--- config.mk ---
export PLATFORM = sky130hd
export DESIGN_NAME = epec_top
export DESIGN_NICKNAME = d
export VERILOG_FILES = /design/src/epec_pkg.sv /design/src/epec_self_timer.sv /design/src/epec_top.sv
export SDC_FILE = /design/constraint.sdc
export NUM_CORES = 1
export LEC_CHECK = 0
export ABC_AREA = 1
export BUFFER_PORTS_ARGS = -buffer_cell sky130_fd_sc_hd__buf_2
export CAP_MARGIN = 20
export CORE_MARGIN = 3
export CORE_UTILIZATION = 43
export DETAILED_ROUTE_END_ITERATION = 6
export GPL_TIMING_DRIVEN = 1
export PLACE_DENSITY = 0.78
export REMOVE_ABC_BUFFERS = 1
export SYNTH_ARGS = -nofsm -noshare
export SYNTH_HDL_FRONTEND = slang
export SYNTH_SLANG_ARGS = --single-unit
--- constraint.sdc ---
create_clock -name ref_clk -period 7.14 [get_ports ref_clk]
set_input_delay 0.714 -clock ref_clk [delete_from_list [all_inputs] [get_ports ref_clk]]
set_output_delay 0.714 -clock ref_clk [all_outputs]
set_load 0.02 [all_outputs]
--- src/epec_pkg.sv ---
package epec_pkg;

  //----------------------------------------------------------------
  // Register indices, byte address is four times the index
  //----------------------------------------------------------------
  localparam logic [7:0]  IDX_DIV_HIGH    = 8'hEE;
  localparam logic [7:0]  IDX_DIV_LOW     = 8'hEF;
  localparam logic [7:0]  IDX_CONFIG      = 8'hF0;
  localparam logic [7:0]  IDX_PROTECT     = 8'hF1;
  localparam logic [7:0]  IDX_CONTROL     = 8'hF3;
  localparam logic [7:0]  IDX_STATUS      = 8'hF4;
  localparam logic [7:0]  IDX_ARRAY_WRITE = 8'hF8;
  localparam int          ADDR_W          = 10;

  //----------------------------------------------------------------
  // Field positions
  //----------------------------------------------------------------
  localparam int CFG_DEBUG     = 7;
  localparam int CFG_HIDE      = 6;
  localparam int CFG_WAITSTOP  = 2;
  localparam int CFG_LOCK      = 1;
  localparam int CFG_SPARE     = 0;
  localparam int PROT_SHADOW   = 7;
  localparam int CTL_BULK_ERASE_PROTECT     = 7;
  localparam int CTL_AUTO      = 5;
  localparam int CTL_BYTE      = 4;
  localparam int CTL_ROW       = 3;
  localparam int CTL_ERASE     = 2;
  localparam int CTL_LATCH     = 1;
  localparam int CTL_PGM       = 0;
  localparam int ARR_ADDR_LSB  = 16;

  //----------------------------------------------------------------
  // Reset values
  //----------------------------------------------------------------
  localparam logic [7:0] CONFIG_RESET  = 8'h0C;
  localparam logic [7:0] PROTECT_RESET = 8'hBF;
  localparam logic [7:0] CONTROL_RESET = 8'h80;
  localparam logic [1:0] RESP_OKAY     = 2'h0;
  localparam logic [1:0] RESP_SLVERR   = 2'h2;

  //----------------------------------------------------------------
  // Array map
  //----------------------------------------------------------------
  localparam logic [11:0] SHADOW_ADDR = 12'hFC0;
  localparam logic [5:0][11:0] REGION_BASE = {12'h800, 12'hC00, 12'hE00,
                                              12'hF00, 12'hF80, 12'hFC0};
  localparam logic [5:0][11:0] REGION_MASK = {12'hC00, 12'hE00, 12'hF00,
                                              12'hF80, 12'hFC0, 12'hFC0};

  //----------------------------------------------------------------
  // Timing
  //----------------------------------------------------------------
  localparam int PROG_TIME_US  = 10000;
  localparam int PULSE_TIME_US = 35;
  localparam int PULSE_COUNT   = (PROG_TIME_US + PULSE_TIME_US - 1) / PULSE_TIME_US;

  typedef enum logic [1:0] {
    OP_PROGRAM = 2'b00,
    OP_BULK    = 2'b01,
    OP_ROW     = 2'b10,
    OP_BYTE    = 2'b11
  } epec_op_t;

endpackage : epec_pkg

--- src/epec_self_timer.sv ---
`timescale 1ns/100ps
module epec_self_timer import epec_pkg::*; (
  input  wire logic       ref_clk,  // Bus clock
  input  wire logic       reset,    // Synchronous reset
  input  wire logic       run,      // Cycle under way
  input  wire logic [9:0] divider,  // Self-time divider
  output logic            done      // One-cycle end of cycle
);

  logic [9:0] divCntQ;
  logic [8:0] pulseCntQ;
  logic       expiredQ;

  wire        tick    = (divCntQ + 10'h001) >= divider;
  wire        lastOne = pulseCntQ == 9'(PULSE_COUNT - 1);

  //----------------------------------------------------------------
  // Prescaler and pulse counter
  //----------------------------------------------------------------
  always_ff @(posedge ref_clk) begin
    if (reset || !run) begin
      divCntQ   <= 10'h000;
      pulseCntQ <= 9'h000;
      expiredQ  <= 1'b0;
      done      <= 1'b0;
    end else begin
      divCntQ <= tick ? 10'h000 : divCntQ + 10'h001;
      done    <= 1'b0;
      if (tick && !expiredQ) begin
        pulseCntQ <= pulseCntQ + 9'h001;
        if (lastOne) begin
          expiredQ <= 1'b1;
          done     <= 1'b1;
        end
      end
    end
  end

endmodule : epec_self_timer

--- src/epec_top.sv ---
`timescale 1ns/100ps
module epec_top import epec_pkg::*; (
  input  wire logic              ref_clk,         // Bus clock, 20 MHz
  input  wire logic              reset,           // Synchronous reset, high
  input  wire logic              specialModeN,    // Mode pin, low selects special
  input  wire logic [15:0]       shadowWord,      // Shadow word from the array
  input  wire logic              awvalid,         // Write address valid
  output logic                   awready,         // Write address ready
  input  wire logic [ADDR_W-1:0] awaddr,          // Write byte address
  input  wire logic              wvalid,          // Write data valid
  output logic                   wready,          // Write data ready
  input  wire logic [31:0]       wdata,           // Write data
  input  wire logic [3:0]        wstrb,           // Write byte strobes
  output logic                   bvalid,          // Write response valid
  input  wire logic              bready,          // Write response ready
  output logic [1:0]             bresp,           // Write response
  input  wire logic              arvalid,         // Read address valid
  output logic                   arready,         // Read address ready
  input  wire logic [ADDR_W-1:0] araddr,          // Read byte address
  output logic                   rvalid,          // Read data valid
  input  wire logic              rready,          // Read data ready
  output logic [31:0]            rdata,           // Read data
  output logic [1:0]             rresp,           // Read response
  output logic                   hvEnable,        // Array voltage on
  output epec_op_t               arrayOp,         // Program or erase size
  output logic [11:0]            latchAddr,       // Latched array address
  output logic [15:0]            latchData,       // Latched array data
  output logic                   latchWord,       // Latched access is a word
  output logic                   latchActive,     // Latches set up for a cycle
  output logic                   shadowSelect     // Latched address hits shadow
);

  function automatic logic [5:0] region_hit(input logic [11:0] addr);
    logic [5:0] hit;
    hit = 6'h00;
    for (int i = 0; i < 6; i++) begin
      hit[i] = (addr & REGION_MASK[i]) == REGION_BASE[i];
    end
    return hit;
  endfunction : region_hit

  function automatic logic map_hit(input logic [7:0] idx);
    return idx == IDX_DIV_HIGH || idx == IDX_DIV_LOW || idx == IDX_CONFIG ||
           idx == IDX_PROTECT || idx == IDX_CONTROL || idx == IDX_STATUS ||
           idx == IDX_ARRAY_WRITE;
  endfunction : map_hit

  logic              modeMetaQ;
  logic              modeSyncQ;
  logic              loadPendQ;
  logic              awHaveQ;
  logic              wHaveQ;
  logic [ADDR_W-1:0] awAddrQ;
  logic [31:0]       wDataQ;
  logic [3:0]        wStrbQ;
  logic [7:0]        configQ;
  logic [7:0]        protectQ;
  logic [7:0]        controlQ;
  logic [1:0]        divHighQ;
  logic [7:0]        divLowQ;
  logic              divHighDoneQ;
  logic              divLowDoneQ;
  logic              lockDoneQ;
  logic              latchLoadedQ;
  logic              blockedQ;
  logic              timerDone;

  //----------------------------------------------------------------
  // Decode
  //----------------------------------------------------------------
  wire        special    = ~modeSyncQ;
  wire        wrFire     = awHaveQ & wHaveQ & ~bvalid;
  wire [7:0]  wrIdx      = awAddrQ[ADDR_W-1:2];
  wire [7:0]  rdIdx      = araddr[ADDR_W-1:2];
  wire [7:0]  wByte      = wDataQ[7:0];
  wire        wrLow      = wrFire & wStrbQ[0];
  wire        wrCfg      = wrLow & (wrIdx == IDX_CONFIG);
  wire        wrProt     = wrLow & (wrIdx == IDX_PROTECT);
  wire        wrCtl      = wrLow & (wrIdx == IDX_CONTROL);
  wire        wrDivH     = wrLow & (wrIdx == IDX_DIV_HIGH);
  wire        wrDivL     = wrLow & (wrIdx == IDX_DIV_LOW);
  wire        wrArr      = wrFire & (wrIdx == IDX_ARRAY_WRITE);
  wire        pgmOn      = controlQ[CTL_PGM];
  wire        latchOn    = controlQ[CTL_LATCH];
  wire        lockOn     = configQ[CFG_LOCK];
  wire        divNonZero = {divHighQ, divLowQ} != 10'h000;
  wire        protOk     = wrProt & ~pgmOn & ~lockOn;
  wire        lockOk     = wrCfg & (special | ~lockDoneQ);
  wire        divHOk     = wrDivH & ~latchOn & (special | ~divHighDoneQ);
  wire        divLOk     = wrDivL & ~latchOn & (special | ~divLowDoneQ);
  wire        modeOk     = wrCtl & ~pgmOn;
  wire        latchOk    = modeOk & divNonZero;
  wire        pgmSet     = modeOk & latchOn & wByte[CTL_LATCH] & wByte[CTL_PGM]
                           & divNonZero;
  wire        pgmClr     = (wrCtl & pgmOn & ~wByte[CTL_PGM]) | timerDone;
  wire        arrLoadOk  = wrArr & latchOn & ~pgmOn;
  wire [11:0] arrAddrIn  = wDataQ[ARR_ADDR_LSB +: 12];

  //----------------------------------------------------------------
  // Cycle refusal and operation
  //----------------------------------------------------------------
  wire       eraseOn    = controlQ[CTL_ERASE];
  wire       shadowHit  = ~configQ[CFG_HIDE] &
                          (latchAddr[11:1] == SHADOW_ADDR[11:1]);
  wire       shadowBad  = shadowHit & protectQ[PROT_SHADOW];
  wire       regionBad  = |(region_hit(latchAddr) & protectQ[5:0]) & ~shadowHit;
  epec_op_t  opNext;
  assign opNext = !eraseOn              ? OP_PROGRAM :
                  controlQ[CTL_BYTE]    ? OP_BYTE    :
                  controlQ[CTL_ROW]     ? OP_ROW     : OP_BULK;
  wire       bulkBad    = controlQ[CTL_BULK_ERASE_PROTECT] &
                          (opNext == OP_BULK || opNext == OP_ROW);
  wire       refuse     = shadowBad | bulkBad |
                          ((opNext != OP_BULK) & regionBad);

  //----------------------------------------------------------------
  // Read mux
  //----------------------------------------------------------------
  wire [7:0] statusWord = {3'h0, hvEnable, latchLoadedQ, special, ~loadPendQ, blockedQ};
  wire [7:0] readByte   = rdIdx == IDX_DIV_HIGH ? {6'h00, divHighQ} :
                          rdIdx == IDX_DIV_LOW  ? divLowQ  :
                          rdIdx == IDX_CONFIG   ? configQ  :
                          rdIdx == IDX_PROTECT  ? protectQ :
                          rdIdx == IDX_CONTROL  ? controlQ :
                          rdIdx == IDX_STATUS   ? statusWord : 8'h00;

  //----------------------------------------------------------------
  // Mode pin synchroniser and shadow load
  //----------------------------------------------------------------
  always_ff @(posedge ref_clk) begin
    if (reset) begin
      modeMetaQ <= 1'b1;
      modeSyncQ <= 1'b1;
      loadPendQ <= 1'b1;
    end else begin
      modeMetaQ <= specialModeN;
      modeSyncQ <= modeMetaQ;
      loadPendQ <= 1'b0;
    end
  end

  //----------------------------------------------------------------
  // AXI4-Lite write channels
  //----------------------------------------------------------------
  always_ff @(posedge ref_clk) begin
    if (reset) begin
      awHaveQ <= 1'b0;
      awready <= 1'b1;
      awAddrQ <= '0;
    end else if (awvalid && awready) begin
      awHaveQ <= 1'b1;
      awready <= 1'b0;
      awAddrQ <= awaddr;
    end else if (bvalid && bready) begin
      awHaveQ <= 1'b0;
      awready <= 1'b1;
    end
  end

  always_ff @(posedge ref_clk) begin
    if (reset) begin
      wHaveQ <= 1'b0;
      wready <= 1'b1;
      wDataQ <= 32'h0000_0000;
      wStrbQ <= 4'h0;
    end else if (wvalid && wready) begin
      wHaveQ <= 1'b1;
      wready <= 1'b0;
      wDataQ <= wdata;
      wStrbQ <= wstrb;
    end else if (bvalid && bready) begin
      wHaveQ <= 1'b0;
      wready <= 1'b1;
    end
  end

  always_ff @(posedge ref_clk) begin
    if (reset) begin
      bvalid <= 1'b0;
      bresp  <= RESP_OKAY;
    end else if (wrFire) begin
      bvalid <= 1'b1;
      bresp  <= map_hit(wrIdx) ? RESP_OKAY : RESP_SLVERR;
    end else if (bready) begin
      bvalid <= 1'b0;
    end
  end

  //----------------------------------------------------------------
  // AXI4-Lite read channels
  //----------------------------------------------------------------
  always_ff @(posedge ref_clk) begin
    if (reset) begin
      arready <= 1'b1;
      rvalid  <= 1'b0;
      rdata   <= 32'h0000_0000;
      rresp   <= RESP_OKAY;
    end else if (arvalid && arready) begin
      arready <= 1'b0;
      rvalid  <= 1'b1;
      rdata   <= {24'h000000, readByte};
      rresp   <= map_hit(rdIdx) ? RESP_OKAY : RESP_SLVERR;
    end else if (rvalid && rready) begin
      arready <= 1'b1;
      rvalid  <= 1'b0;
    end
  end

  //----------------------------------------------------------------
  // Configuration and divider
  //----------------------------------------------------------------
  always_ff @(posedge ref_clk) begin
    if (reset) begin
      configQ   <= CONFIG_RESET;
      lockDoneQ <= 1'b0;
    end else begin
      if (loadPendQ) begin
        configQ[7:4] <= shadowWord[15:12];
      end else if (wrCfg && special) begin
        configQ[7:4] <= wByte[7:4];
      end
      if (wrCfg) begin
        configQ[CFG_WAITSTOP] <= wByte[CFG_WAITSTOP];
        configQ[CFG_SPARE]    <= wByte[CFG_SPARE];
      end
      if (lockOk) begin
        configQ[CFG_LOCK] <= wByte[CFG_LOCK];
        lockDoneQ         <= 1'b1;
      end
    end
  end

  always_ff @(posedge ref_clk) begin
    if (reset) begin
      divHighQ     <= 2'h0;
      divLowQ      <= 8'h00;
      divHighDoneQ <= 1'b0;
      divLowDoneQ  <= 1'b0;
    end else if (loadPendQ) begin
      divHighQ <= shadowWord[9:8];
      divLowQ  <= shadowWord[7:0];
    end else begin
      if (divHOk) begin
        divHighQ     <= wByte[1:0];
        divHighDoneQ <= 1'b1;
      end
      if (divLOk) begin
        divLowQ     <= wByte;
        divLowDoneQ <= 1'b1;
      end
    end
  end

  //----------------------------------------------------------------
  // Protection and control registers
  //----------------------------------------------------------------
  always_ff @(posedge ref_clk) begin
    if (reset) begin
      protectQ <= PROTECT_RESET;
    end else if (protOk) begin
      protectQ <= {wByte[PROT_SHADOW], 1'b0, wByte[5:0]};
    end
  end

  always_ff @(posedge ref_clk) begin
    if (reset) begin
      controlQ <= CONTROL_RESET;
    end else begin
      if (modeOk) begin
        if (!lockOn) begin
          controlQ[CTL_BULK_ERASE_PROTECT] <= wByte[CTL_BULK_ERASE_PROTECT];
        end
        controlQ[CTL_AUTO]  <= wByte[CTL_AUTO];
        controlQ[CTL_BYTE]  <= wByte[CTL_BYTE];
        controlQ[CTL_ROW]   <= wByte[CTL_ROW];
        controlQ[CTL_ERASE] <= wByte[CTL_ERASE];
      end
      if (latchOk) begin
        controlQ[CTL_LATCH] <= wByte[CTL_LATCH];
      end
      if (pgmClr) begin
        controlQ[CTL_PGM] <= 1'b0;
      end else if (pgmSet) begin
        controlQ[CTL_PGM] <= 1'b1;
      end
    end
  end

  //----------------------------------------------------------------
  // Latches and array drive
  //----------------------------------------------------------------
  always_ff @(posedge ref_clk) begin
    if (reset || !latchOn) begin
      latchAddr    <= 12'h000;
      latchData    <= 16'h0000;
      latchWord    <= 1'b0;
      latchLoadedQ <= 1'b0;
    end else if (arrLoadOk) begin
      latchAddr    <= latchWordIn(arrAddrIn, &wStrbQ[1:0]);
      latchData    <= wDataQ[15:0];
      latchWord    <= &wStrbQ[1:0];
      latchLoadedQ <= 1'b1;
    end
  end

  function automatic logic [11:0] latchWordIn(input logic [11:0] a, input logic word);
    return word ? {a[11:1], 1'b0} : a;
  endfunction : latchWordIn

  always_ff @(posedge ref_clk) begin
    if (reset) begin
      blockedQ     <= 1'b0;
      hvEnable     <= 1'b0;
      arrayOp      <= OP_PROGRAM;
      latchActive  <= 1'b0;
      shadowSelect <= 1'b0;
    end else begin
      if (pgmSet) begin
        blockedQ <= refuse;
      end
      hvEnable     <= pgmOn & ~pgmClr & ~blockedQ;
      arrayOp      <= opNext;
      latchActive  <= latchOn;
      shadowSelect <= shadowHit;
    end
  end

  //----------------------------------------------------------------
  // Self-terminate timer
  //----------------------------------------------------------------
  epec_self_timer u_timer (
    .ref_clk (ref_clk),
    .reset   (reset),
    .run     (pgmOn & controlQ[CTL_AUTO]),
    .divider ({divHighQ, divLowQ}),
    .done    (timerDone)
  );

endmodule : epec_top

==> impl_metrics.prom, run 1 <==
# TYPE chip_impl_metric gauge
chip_impl_info{name="status",value="completed"} 1
chip_impl_metric{name="fp.dieArea",unit="um2"} 17600
chip_impl_metric{name="cts-buffers-inserted",unit=""} 17
chip_impl_info{name="critPathSlowestCell",value="nand2_1"} 1
chip_impl_metric{name="routabilityCongestion",unit=""} 0.870
chip_impl_metric{name="clkSinkCount",unit=""} 149
chip_impl_metric{name="cts.repair_timing.setup_buffer_count",unit=""} 0
chip_impl_metric{name="post_route_cells_drive_above_1_share",unit="%"} 16.6
chip_impl_metric{name="vias_per_cell",unit=""} 4.93
chip_impl_metric{name="finalSetupViolCount",unit=""} 0
chip_impl_metric{name="drt_wl_total",unit="um"} 17100
chip_impl_metric{name="ys_ff_latch",unit=""} 149
chip_impl_metric{name="drtIter0Drc",unit=""} 443
chip_impl_metric{name="netlist_instances",unit=""} 966
chip_impl_metric{name="postSynthAreaPerCell",unit="um2"} 7.16
chip_impl_info{name="cpMostUsedCell",value="nand2_1"} 1
chip_impl_metric{name="synth-edff-count",unit=""} 0
chip_impl_metric{name="dp.final_hpwl",unit="um"} 12200
chip_impl_metric{name="cp_slowest_stage_delay",unit="ns"} 0.51
chip_impl_info{name="clk_root_buffer_cell",value="clkbuf_16"} 1
chip_impl_metric{name="num_rows",unit=""} 45
chip_impl_info{name="postSynth.topFlopCell",value="dfxtp_1"} 1
chip_impl_metric{name="yosys.cell_types.count",unit=""} 41
chip_impl_metric{name="fin_crit_sh",unit="%"} 44.8
chip_impl_metric{name="layout-area-overhead-vs-synth",unit="%"} 16.3
chip_impl_metric{name="first_global_vias",unit=""} 5944
chip_impl_metric{name="remaining_drc_errors",unit=""} 0
chip_impl_metric{name="clk_pin_slew",unit="ns"} 0.06
chip_impl_metric{name="required",unit="ns"} 7.48
chip_impl_metric{name="cp.arrival",unit="ns"} 3.54
chip_impl_metric{name="final_core_util",unit="%"} 52.0
chip_impl_metric{name="fmax",unit="MHz"} 312
chip_impl_metric{name="sequential_area_share_after_synthesis",unit="%"} 43.1
chip_impl_metric{name="stdcell_area",unit="um2"} 8050
chip_impl_metric{name="final-hold-violation-count",unit=""} 0
chip_impl_metric{name="min_delay_path_depth",unit=""} 1
chip_impl_metric{name="cts_repair_resize_count",unit=""} 0
chip_impl_metric{name="n_antenna_cell",unit=""} 0
chip_impl_metric{name="ff2ff_path_depth",unit=""} 14
chip_impl_metric{name="grtUsageTotal",unit="%"} 19.7
chip_impl_info{name="tritoncts",value="done"} 1
chip_impl_metric{name="num_vias",unit=""} 6360
chip_impl_metric{name="power.leakage",unit="uW"} 0.00369
chip_impl_metric{name="global_route_wire_length_before_repair",unit="um"} 28200
chip_impl_metric{name="postRouteAntennaNets",unit=""} 0
chip_impl_metric{name="post_synth_top_area_share",unit="%"} 43.1
chip_impl_metric{name="grt_antenna_before_repair",unit=""} 0
chip_impl_metric{name="initial_cell_density_of_the_core",unit="%"} 44.7
chip_impl_metric{name="detail_route.wl_per_cell",unit="um"} 13.2
chip_impl_info{name="crit_family",value="simple AND/OR/NAND/NOR gates"} 1
chip_impl_metric{name="finClkSkew",unit="ns"} 0.00590
chip_impl_metric{name="ir_drop",unit="uV"} 157
chip_impl_info{name="worst_r2r_endpoint",value="u_timer.pulseCntQ[3]"} 1
chip_impl_metric{name="final-max-slew-violation-count",unit=""} 0
chip_impl_metric{name="holdWs",unit="ns"} 0.427
chip_impl_info{name="cp-start-kind",value="register"} 1
chip_impl_metric{name="yosys_warnings",unit=""} 0
chip_impl_metric{name="reg2reg_slack",unit="ns"} 3.94
chip_impl_metric{name="timing.final.crit_period",unit="ns"} 3.20
chip_impl_info{name="worst-setup-path-type",value="reg -> reg"} 1
chip_impl_metric{name="cp_max_fo",unit=""} 11
chip_impl_metric{name="cts_hold_buf",unit=""} 0
chip_impl_metric{name="drt_pre_antenna_iters",unit=""} 5
chip_impl_info{name="hold_path.class",value="reg -> reg"} 1
chip_impl_info{name="min_delay_worst_endpoint",value="modeSyncQ"} 1
chip_impl_metric{name="mappedNetlistArea",unit="um2"} 6920
chip_impl_info{name="timing.critical_path.to_type",value="register"} 1
chip_impl_metric{name="grt_start_max_net_pins",unit=""} 62
chip_impl_metric{name="total_power",unit="uW"} 1830
chip_impl_metric{name="cts.htree.levels",unit=""} 4
chip_impl_metric{name="maxCapViolations",unit=""} 0
chip_impl_metric{name="worst-path-buf-inv",unit=""} 2
chip_impl_info{name="crit-reg2reg-launch",value="u_timer.divCntQ[0]"} 1
chip_impl_metric{name="clkLatencyLatePin",unit="ns"} 0.42
chip_impl_metric{name="async_flop_share",unit="%"} 0
chip_impl_metric{name="worst-slew-pin-transition",unit="ns"} 0.748
chip_impl_info{name="hold_sp",value="modeMetaQ"} 1
chip_impl_info{name="rsz0062_at_grt",value="no"} 1
chip_impl_metric{name="placed_area",unit="um2"} 7520
chip_impl_metric{name="port_buffers",unit=""} 116
chip_impl_metric{name="coreArea",unit="um2"} 15500
chip_impl_metric{name="final_net_count",unit=""} 1161
chip_impl_metric{name="die_height",unit="um"} 133
chip_impl_metric{name="num-fill-cells",unit=""} 1519
chip_impl_metric{name="totalNegativeSetupSlack",unit="ns"} 0
chip_impl_metric{name="pwr_density_cell",unit="nW/um2"} 227
chip_impl_metric{name="ioPinCount",unit=""} 155
chip_impl_metric{name="chipWidth",unit="um"} 133
chip_impl_metric{name="max_slew_margin",unit="%"} 50.2
chip_impl_info{name="netlist_top_cells_area",value="dfxtp_1 (43%), nor2_1 (9.0%), nand2_1 (8.9%), o21ai_0 (6.1%), nand3_1 (5.6%)"} 1
chip_impl_info{name="cp_cell_sequence",value="ha_1 > nand2_1 > nor2_1 > nand4_1 > xor2_1 > inv_1 > ha_1 > nand2_1 > inv_1 > a21oi_1 > nand4_1 > nand2_1 > nand2_1 > a21oi_1"} 1
chip_impl_info{name="netlist.top_cell.by_area",value="dfxtp_1"} 1
chip_impl_metric{name="critical_path_cell_count",unit=""} 14
chip_impl_metric{name="grt_remaining_overflow",unit=""} 0
chip_impl_metric{name="max-clock-path-buffers",unit=""} 2
[per-stage QoR]
| stage | setup slack (ns) | cells |
|---|---|---|
| floorplan | 4.63 | 928 |
| global placement | 4.10 | 1259 |
| detailed placement | 4.02 | 1259 |
| CTS | 3.91 | 1290 |
| global route | 3.62 | 1290 |
| finish | 3.94 | 1290 |
[power breakdown]
group	internal (uW)	total, uW	switching (uW)	leakage (uW)
Clock	451	800	349	0.000249
Combinational	46.6	145	98.9	0.00223
Sequential	860	883	23.6	0.00121
Total	1360	1830	471	0.00369
[sequential cells by signal, indices dropped and copies added, names as in the netlist, 2 cells and up]
name,flops
arrayOp,2
awAddrQ,8
configQ,7
controlQ,7
divHighQ,2
divLowQ,8
latchAddr,12
latchData,16
protectQ,7
rdata,8
u_timer.divCntQ,10
u_timer.pulseCntQ,9
wDataQ,28
wStrbQ,2
[how the worst max path moves through the flow]
stage                        from                   end  slack (ns)
2_1_floorplan  u_timer.divCntQ[0]    u_timer.divCntQ[2]        4.63
3_3_place_gp   u_timer.divCntQ[0]    u_timer.divCntQ[2]        4.10
3_5_place_dp   u_timer.divCntQ[0]    u_timer.divCntQ[2]        4.02
4_1_cts        u_timer.divCntQ[0]    u_timer.divCntQ[2]        3.91
5_1_grt        u_timer.divCntQ[0]  u_timer.pulseCntQ[2]        3.62
6_report       u_timer.divCntQ[0]  u_timer.pulseCntQ[3]        3.94
[synthesized netlist by cell type (all sizes together) (4+ instances only)]
library cell	n
nor2	173
o21ai	85
buf	41
inv	96
a21oi	70
nor3	13
ha	14
a211oi	6
o211ai	4
dfxtp	149
nand2	170
xor2	8
or2	4
nand3	79
nand4	16
clkbuf	22
[worst register-to-register path: cells and delay by family (launching register included)]
kind,cells,cell delay (ns)
AND/OR/NAND/NOR,7,1.58
adder cells (fa/ha/maj),2,0.46
flip-flops,1,0.39
AO/OA/AOI/OAI,2,0.34
XOR/XNOR,1,0.21
buffers and inverters,2,0.15
[placed cells by master, fill, tap and decap left out, drive strengths merged]
master and instances:
a21oi 70, nand3b 3, clkinvlp 4, ha 14
nor4 1, xor2 8, a31oi 1, conb 26
o21bai 2, o21ai 85, nand3 79, dfxtp 149
nor2 173, and3 1, or2 4, o211ai 4
buf 120, o22ai 1, clkinv 6, nand2 170
a211oi 6, inv 98, nand4 16, o31ai 1
and2 1, xnor2 3, nor3 13, clkbuf 20
[metal layers]
layer / global-route usage (%) / wire length (um) / vias up
li1: - / - / 3280
met5: 0 / 0 / -
met4: 7.62 / 349 / 0
met3: 5.78 / 1250 / 28
met2: 31.4 / 7830 / 203
met1: 25.2 / 7650 / 2849
[area by class of cell]
class                           instances  area (um2)  area share, %
Clock inverter                         11        80.1          0.995
Inverter                               97         364           4.53
Sequential cell                       149        2980           37.1
Clock buffer                           20         447           5.55
Tap cell                              211         264           3.28
Multi-Input combinational cell        682        3300           41.0
Timing Repair Buffer                  120         611           7.59
[kinds of logic (layout without fill, tap and decap cells)]
group | Yosys count | after routing | share of synthesized area [%]
AOI/OAI and AO/OA | 170 | 170 | 12.9
other | 1 | 26 | 0.0542
xor gates and xnor gates | 11 | 11 | 1.39
DFF | 149 | 149 | 43.1
and+or+nand+nor | 461 | 461 | 29.4
buffers and inverters | 160 | 248 | 10.6
adders and majority gates | 14 | 14 | 2.53
Note: power is estimated with default switching activity, not from simulation.
==> run 2, diff against run 1 <==
Settings changed: PLACE_DENSITY 0.78 to 0.8.
Clock period 7.14 ns to 2.7 ns, I/O delays scaled along.
==> impl_metrics.prom, run 2 (same netlist as run 1, synthesis figures left out) <==
# TYPE chip_impl_metric gauge
chip_impl_metric{name="clkSinkCount",unit=""} 149
chip_impl_metric{name="power.leakage",unit="uW"} 0.00377
chip_impl_metric{name="vias_per_cell",unit=""} 4.97
chip_impl_metric{name="max_slew_margin",unit="%"} 58.3
chip_impl_metric{name="cts.htree.levels",unit=""} 4
chip_impl_metric{name="cp.arrival",unit="ns"} 2.81
chip_impl_metric{name="grt_start_max_net_pins",unit=""} 62
chip_impl_info{name="worst-setup-path-type",value="reg -> reg"} 1
chip_impl_metric{name="required",unit="ns"} 3.06
chip_impl_metric{name="portion_of_total_power_attributed_to_sequential_cells",unit="%"} 45.9
chip_impl_metric{name="post_route_cells_drive_above_1_share",unit="%"} 17.8
chip_impl_metric{name="holdWs",unit="ns"} 0.0347
chip_impl_metric{name="num-fill-cells",unit=""} 1508
chip_impl_info{name="critPathSlowestCell",value="or2_2"} 1
chip_impl_metric{name="max-clock-path-buffers",unit=""} 2
chip_impl_metric{name="n_antenna_cell",unit=""} 0
chip_impl_metric{name="cp_slowest_stage_delay",unit="ns"} 0.41
chip_impl_metric{name="grt_antenna_before_repair",unit=""} 0
chip_impl_info{name="timing.critical_path.to_type",value="register"} 1
chip_impl_metric{name="finalSetupViolCount",unit=""} 0
chip_impl_metric{name="num_vias",unit=""} 6444
chip_impl_metric{name="clkLatencyLatePin",unit="ns"} 0.42
chip_impl_metric{name="detail_route.wl_per_cell",unit="um"} 13.4
chip_impl_metric{name="placed_area",unit="um2"} 7570
chip_impl_metric{name="postRouteAntennaNets",unit=""} 0
chip_impl_metric{name="grtUsageTotal",unit="%"} 19.6
chip_impl_info{name="crit-reg2reg-launch",value="u_timer.divCntQ[0]"} 1
chip_impl_metric{name="port_buffers",unit=""} 116
chip_impl_metric{name="power.net_switching",unit="uW"} 1280
chip_impl_metric{name="total_power",unit="uW"} 5080
chip_impl_metric{name="switching_share",unit="%"} 25.2
chip_impl_metric{name="coreArea",unit="um2"} 15500
chip_impl_metric{name="drtIter0Drc",unit=""} 366
chip_impl_metric{name="worst-slew-pin-transition",unit="ns"} 0.624
chip_impl_info{name="final_cell_mix",value="nand2_1 (164), nor2_1 (164), dfxtp_1 (148)"} 1
chip_impl_metric{name="power_frac_comb",unit="%"} 7.9
chip_impl_metric{name="ir_drop",unit="uV"} 472
chip_impl_metric{name="drt_pre_antenna_iters",unit=""} 5
chip_impl_metric{name="ioPinCount",unit=""} 155
chip_impl_metric{name="remaining_drc_errors",unit=""} 0
chip_impl_metric{name="internal-power",unit="uW"} 3800
chip_impl_info{name="max_flop_register",value="wDataQ"} 1
chip_impl_metric{name="fp.dieArea",unit="um2"} 17600
chip_impl_metric{name="cts-buffers-inserted",unit=""} 17
chip_impl_metric{name="timing.final.crit_period",unit="ns"} 2.45
chip_impl_metric{name="clkPwrFrac",unit="%"} 46.1
chip_impl_metric{name="num_rows",unit=""} 45
chip_impl_info{name="clk_root_buffer_cell",value="clkbuf_16"} 1
chip_impl_metric{name="initial_cell_density_of_the_core",unit="%"} 44.7
chip_impl_metric{name="clk_pin_slew",unit="ns"} 0.06
chip_impl_info{name="hold_path.class",value="in -> reg"} 1
chip_impl_info{name="status",value="completed"} 1
chip_impl_metric{name="layout-area-overhead-vs-synth",unit="%"} 18.4
chip_impl_metric{name="chipWidth",unit="um"} 133
chip_impl_metric{name="cp_max_fo",unit=""} 5
chip_impl_metric{name="dp.final_hpwl",unit="um"} 12500
chip_impl_info{name="hold_sp",value="specialModeN"} 1
chip_impl_metric{name="final-hold-violation-count",unit=""} 0
chip_impl_metric{name="final-max-slew-violation-count",unit=""} 0
chip_impl_info{name="top_flop_regs",value="wDataQ (28), latchData (16), latchAddr (12)"} 1
chip_impl_metric{name="pwr_density_cell",unit="nW/um2"} 620
chip_impl_metric{name="global_route_wire_length_before_repair",unit="um"} 28200
chip_impl_metric{name="fmax",unit="MHz"} 408
chip_impl_metric{name="largest_register_ffs",unit=""} 28
chip_impl_metric{name="grt_remaining_overflow",unit=""} 0
chip_impl_info{name="tritoncts",value="done"} 1
chip_impl_info{name="crit_path_start",value="u_timer.divCntQ[0]"} 1
chip_impl_metric{name="finClkSkew",unit="ns"} 0.00734
chip_impl_metric{name="first_global_vias",unit=""} 5866
chip_impl_metric{name="drt_wl_total",unit="um"} 17300
chip_impl_metric{name="stdcell_area",unit="um2"} 8190
chip_impl_metric{name="maxCapViolations",unit=""} 0
chip_impl_metric{name="final_net_count",unit=""} 1168
chip_impl_metric{name="die_height",unit="um"} 133
chip_impl_metric{name="routabilityCongestion",unit=""} 0.869
chip_impl_info{name="cp-start-kind",value="register"} 1
chip_impl_info{name="cp_cell_sequence",value="ha_1 > nand2_1 > nor2_4 > nand4_1 > xor2_1 > inv_1 > ha_1 > nand2_1 > inv_1 > a21oi_1 > nand4_1 > or2_2 > nor2_1"} 1
chip_impl_metric{name="fin_crit_sh",unit="%"} 90.8
[run 2: metrics by stage]
| stage | util [%] | std cells | worst slack (ns) | TNS (ns) |
|---|---|---|---|---|
| 3_3_place_gp | 48.9 | 1264 | 0.177 | 0 |
| 6_report | 52.9 | 1297 | 0.247 | 0 |
| 5_1_grt | 52.9 | 1297 | -0.0280 | -0.141 |
| 2_1_floorplan | - | 928 | 0.194 | 0 |
| 3_5_place_dp | 48.9 | 1264 | 0.0876 | 0 |
| 4_1_cts | 52.7 | 1295 | 0.0672 | 0 |
[run 2: final cells by class]
cell class	instances	area, um2	share of cell area, %
Multi-Input combinational cell	683	3330	40.6
Sequential cell	149	2980	36.4
Timing Repair Buffer	126	668	8.16
Clock buffer	18	439	5.36
Inverter	97	364	4.44
Tap cell	211	264	3.22
Clock inverter	13	148	1.80
[run 2: layer usage]
metal | part of all wire [%] | GRT usage [%] | vias up
met2 | 46 | 30.8 | 178
li1 | - | - | 3298
met4 | 2.3 | 7.68 | 0
met3 | 7.2 | 5.97 | 26
met1 | 44 | 25.2 | 2942
met5 | 0 | 0 | -
[run 2: repair_timing]
item / CTS / global route
resized for setup: 0 / 7
endpoints found under the setup margin: 0 / 19
hold buffers: 0 / 0
buffers inserted: 0 / 1
endpoints found under the hold margin: 0 / 0
[run 2: critical path: cells and delay by family, from the launching register on]
family	cells	cell delay, ns
AND/OR/NAND/NOR	7	1.14
XOR/XNOR	1	0.19
AO/OA/AOI/OAI	1	0.14
buffers and inverters	2	0.13
adder cells (fa/ha/maj)	2	0.44
flip-flops	1	0.36
[run 2: power groups by stage]
stage               clock network [uW]  logic [uW]  registers [uW]
floorplan                            0         241            2370
global placement                     0         392            2380
finish                            2350         403            2330
CTS                               2380         403            2330
detailed placement                   0         401            2380
global route                      2500         455            2340
[run 2: final timing paths]
kind                            slack, ns                  to  depth (start not counted)
worst min register to register       0.42           modeSyncQ                          1
worst max register to register       0.25  u_timer.divCntQ[9]                         13
worst min-delay path                 0.03           modeMetaQ                          2
worst max-delay path                 0.25  u_timer.divCntQ[9]                         13
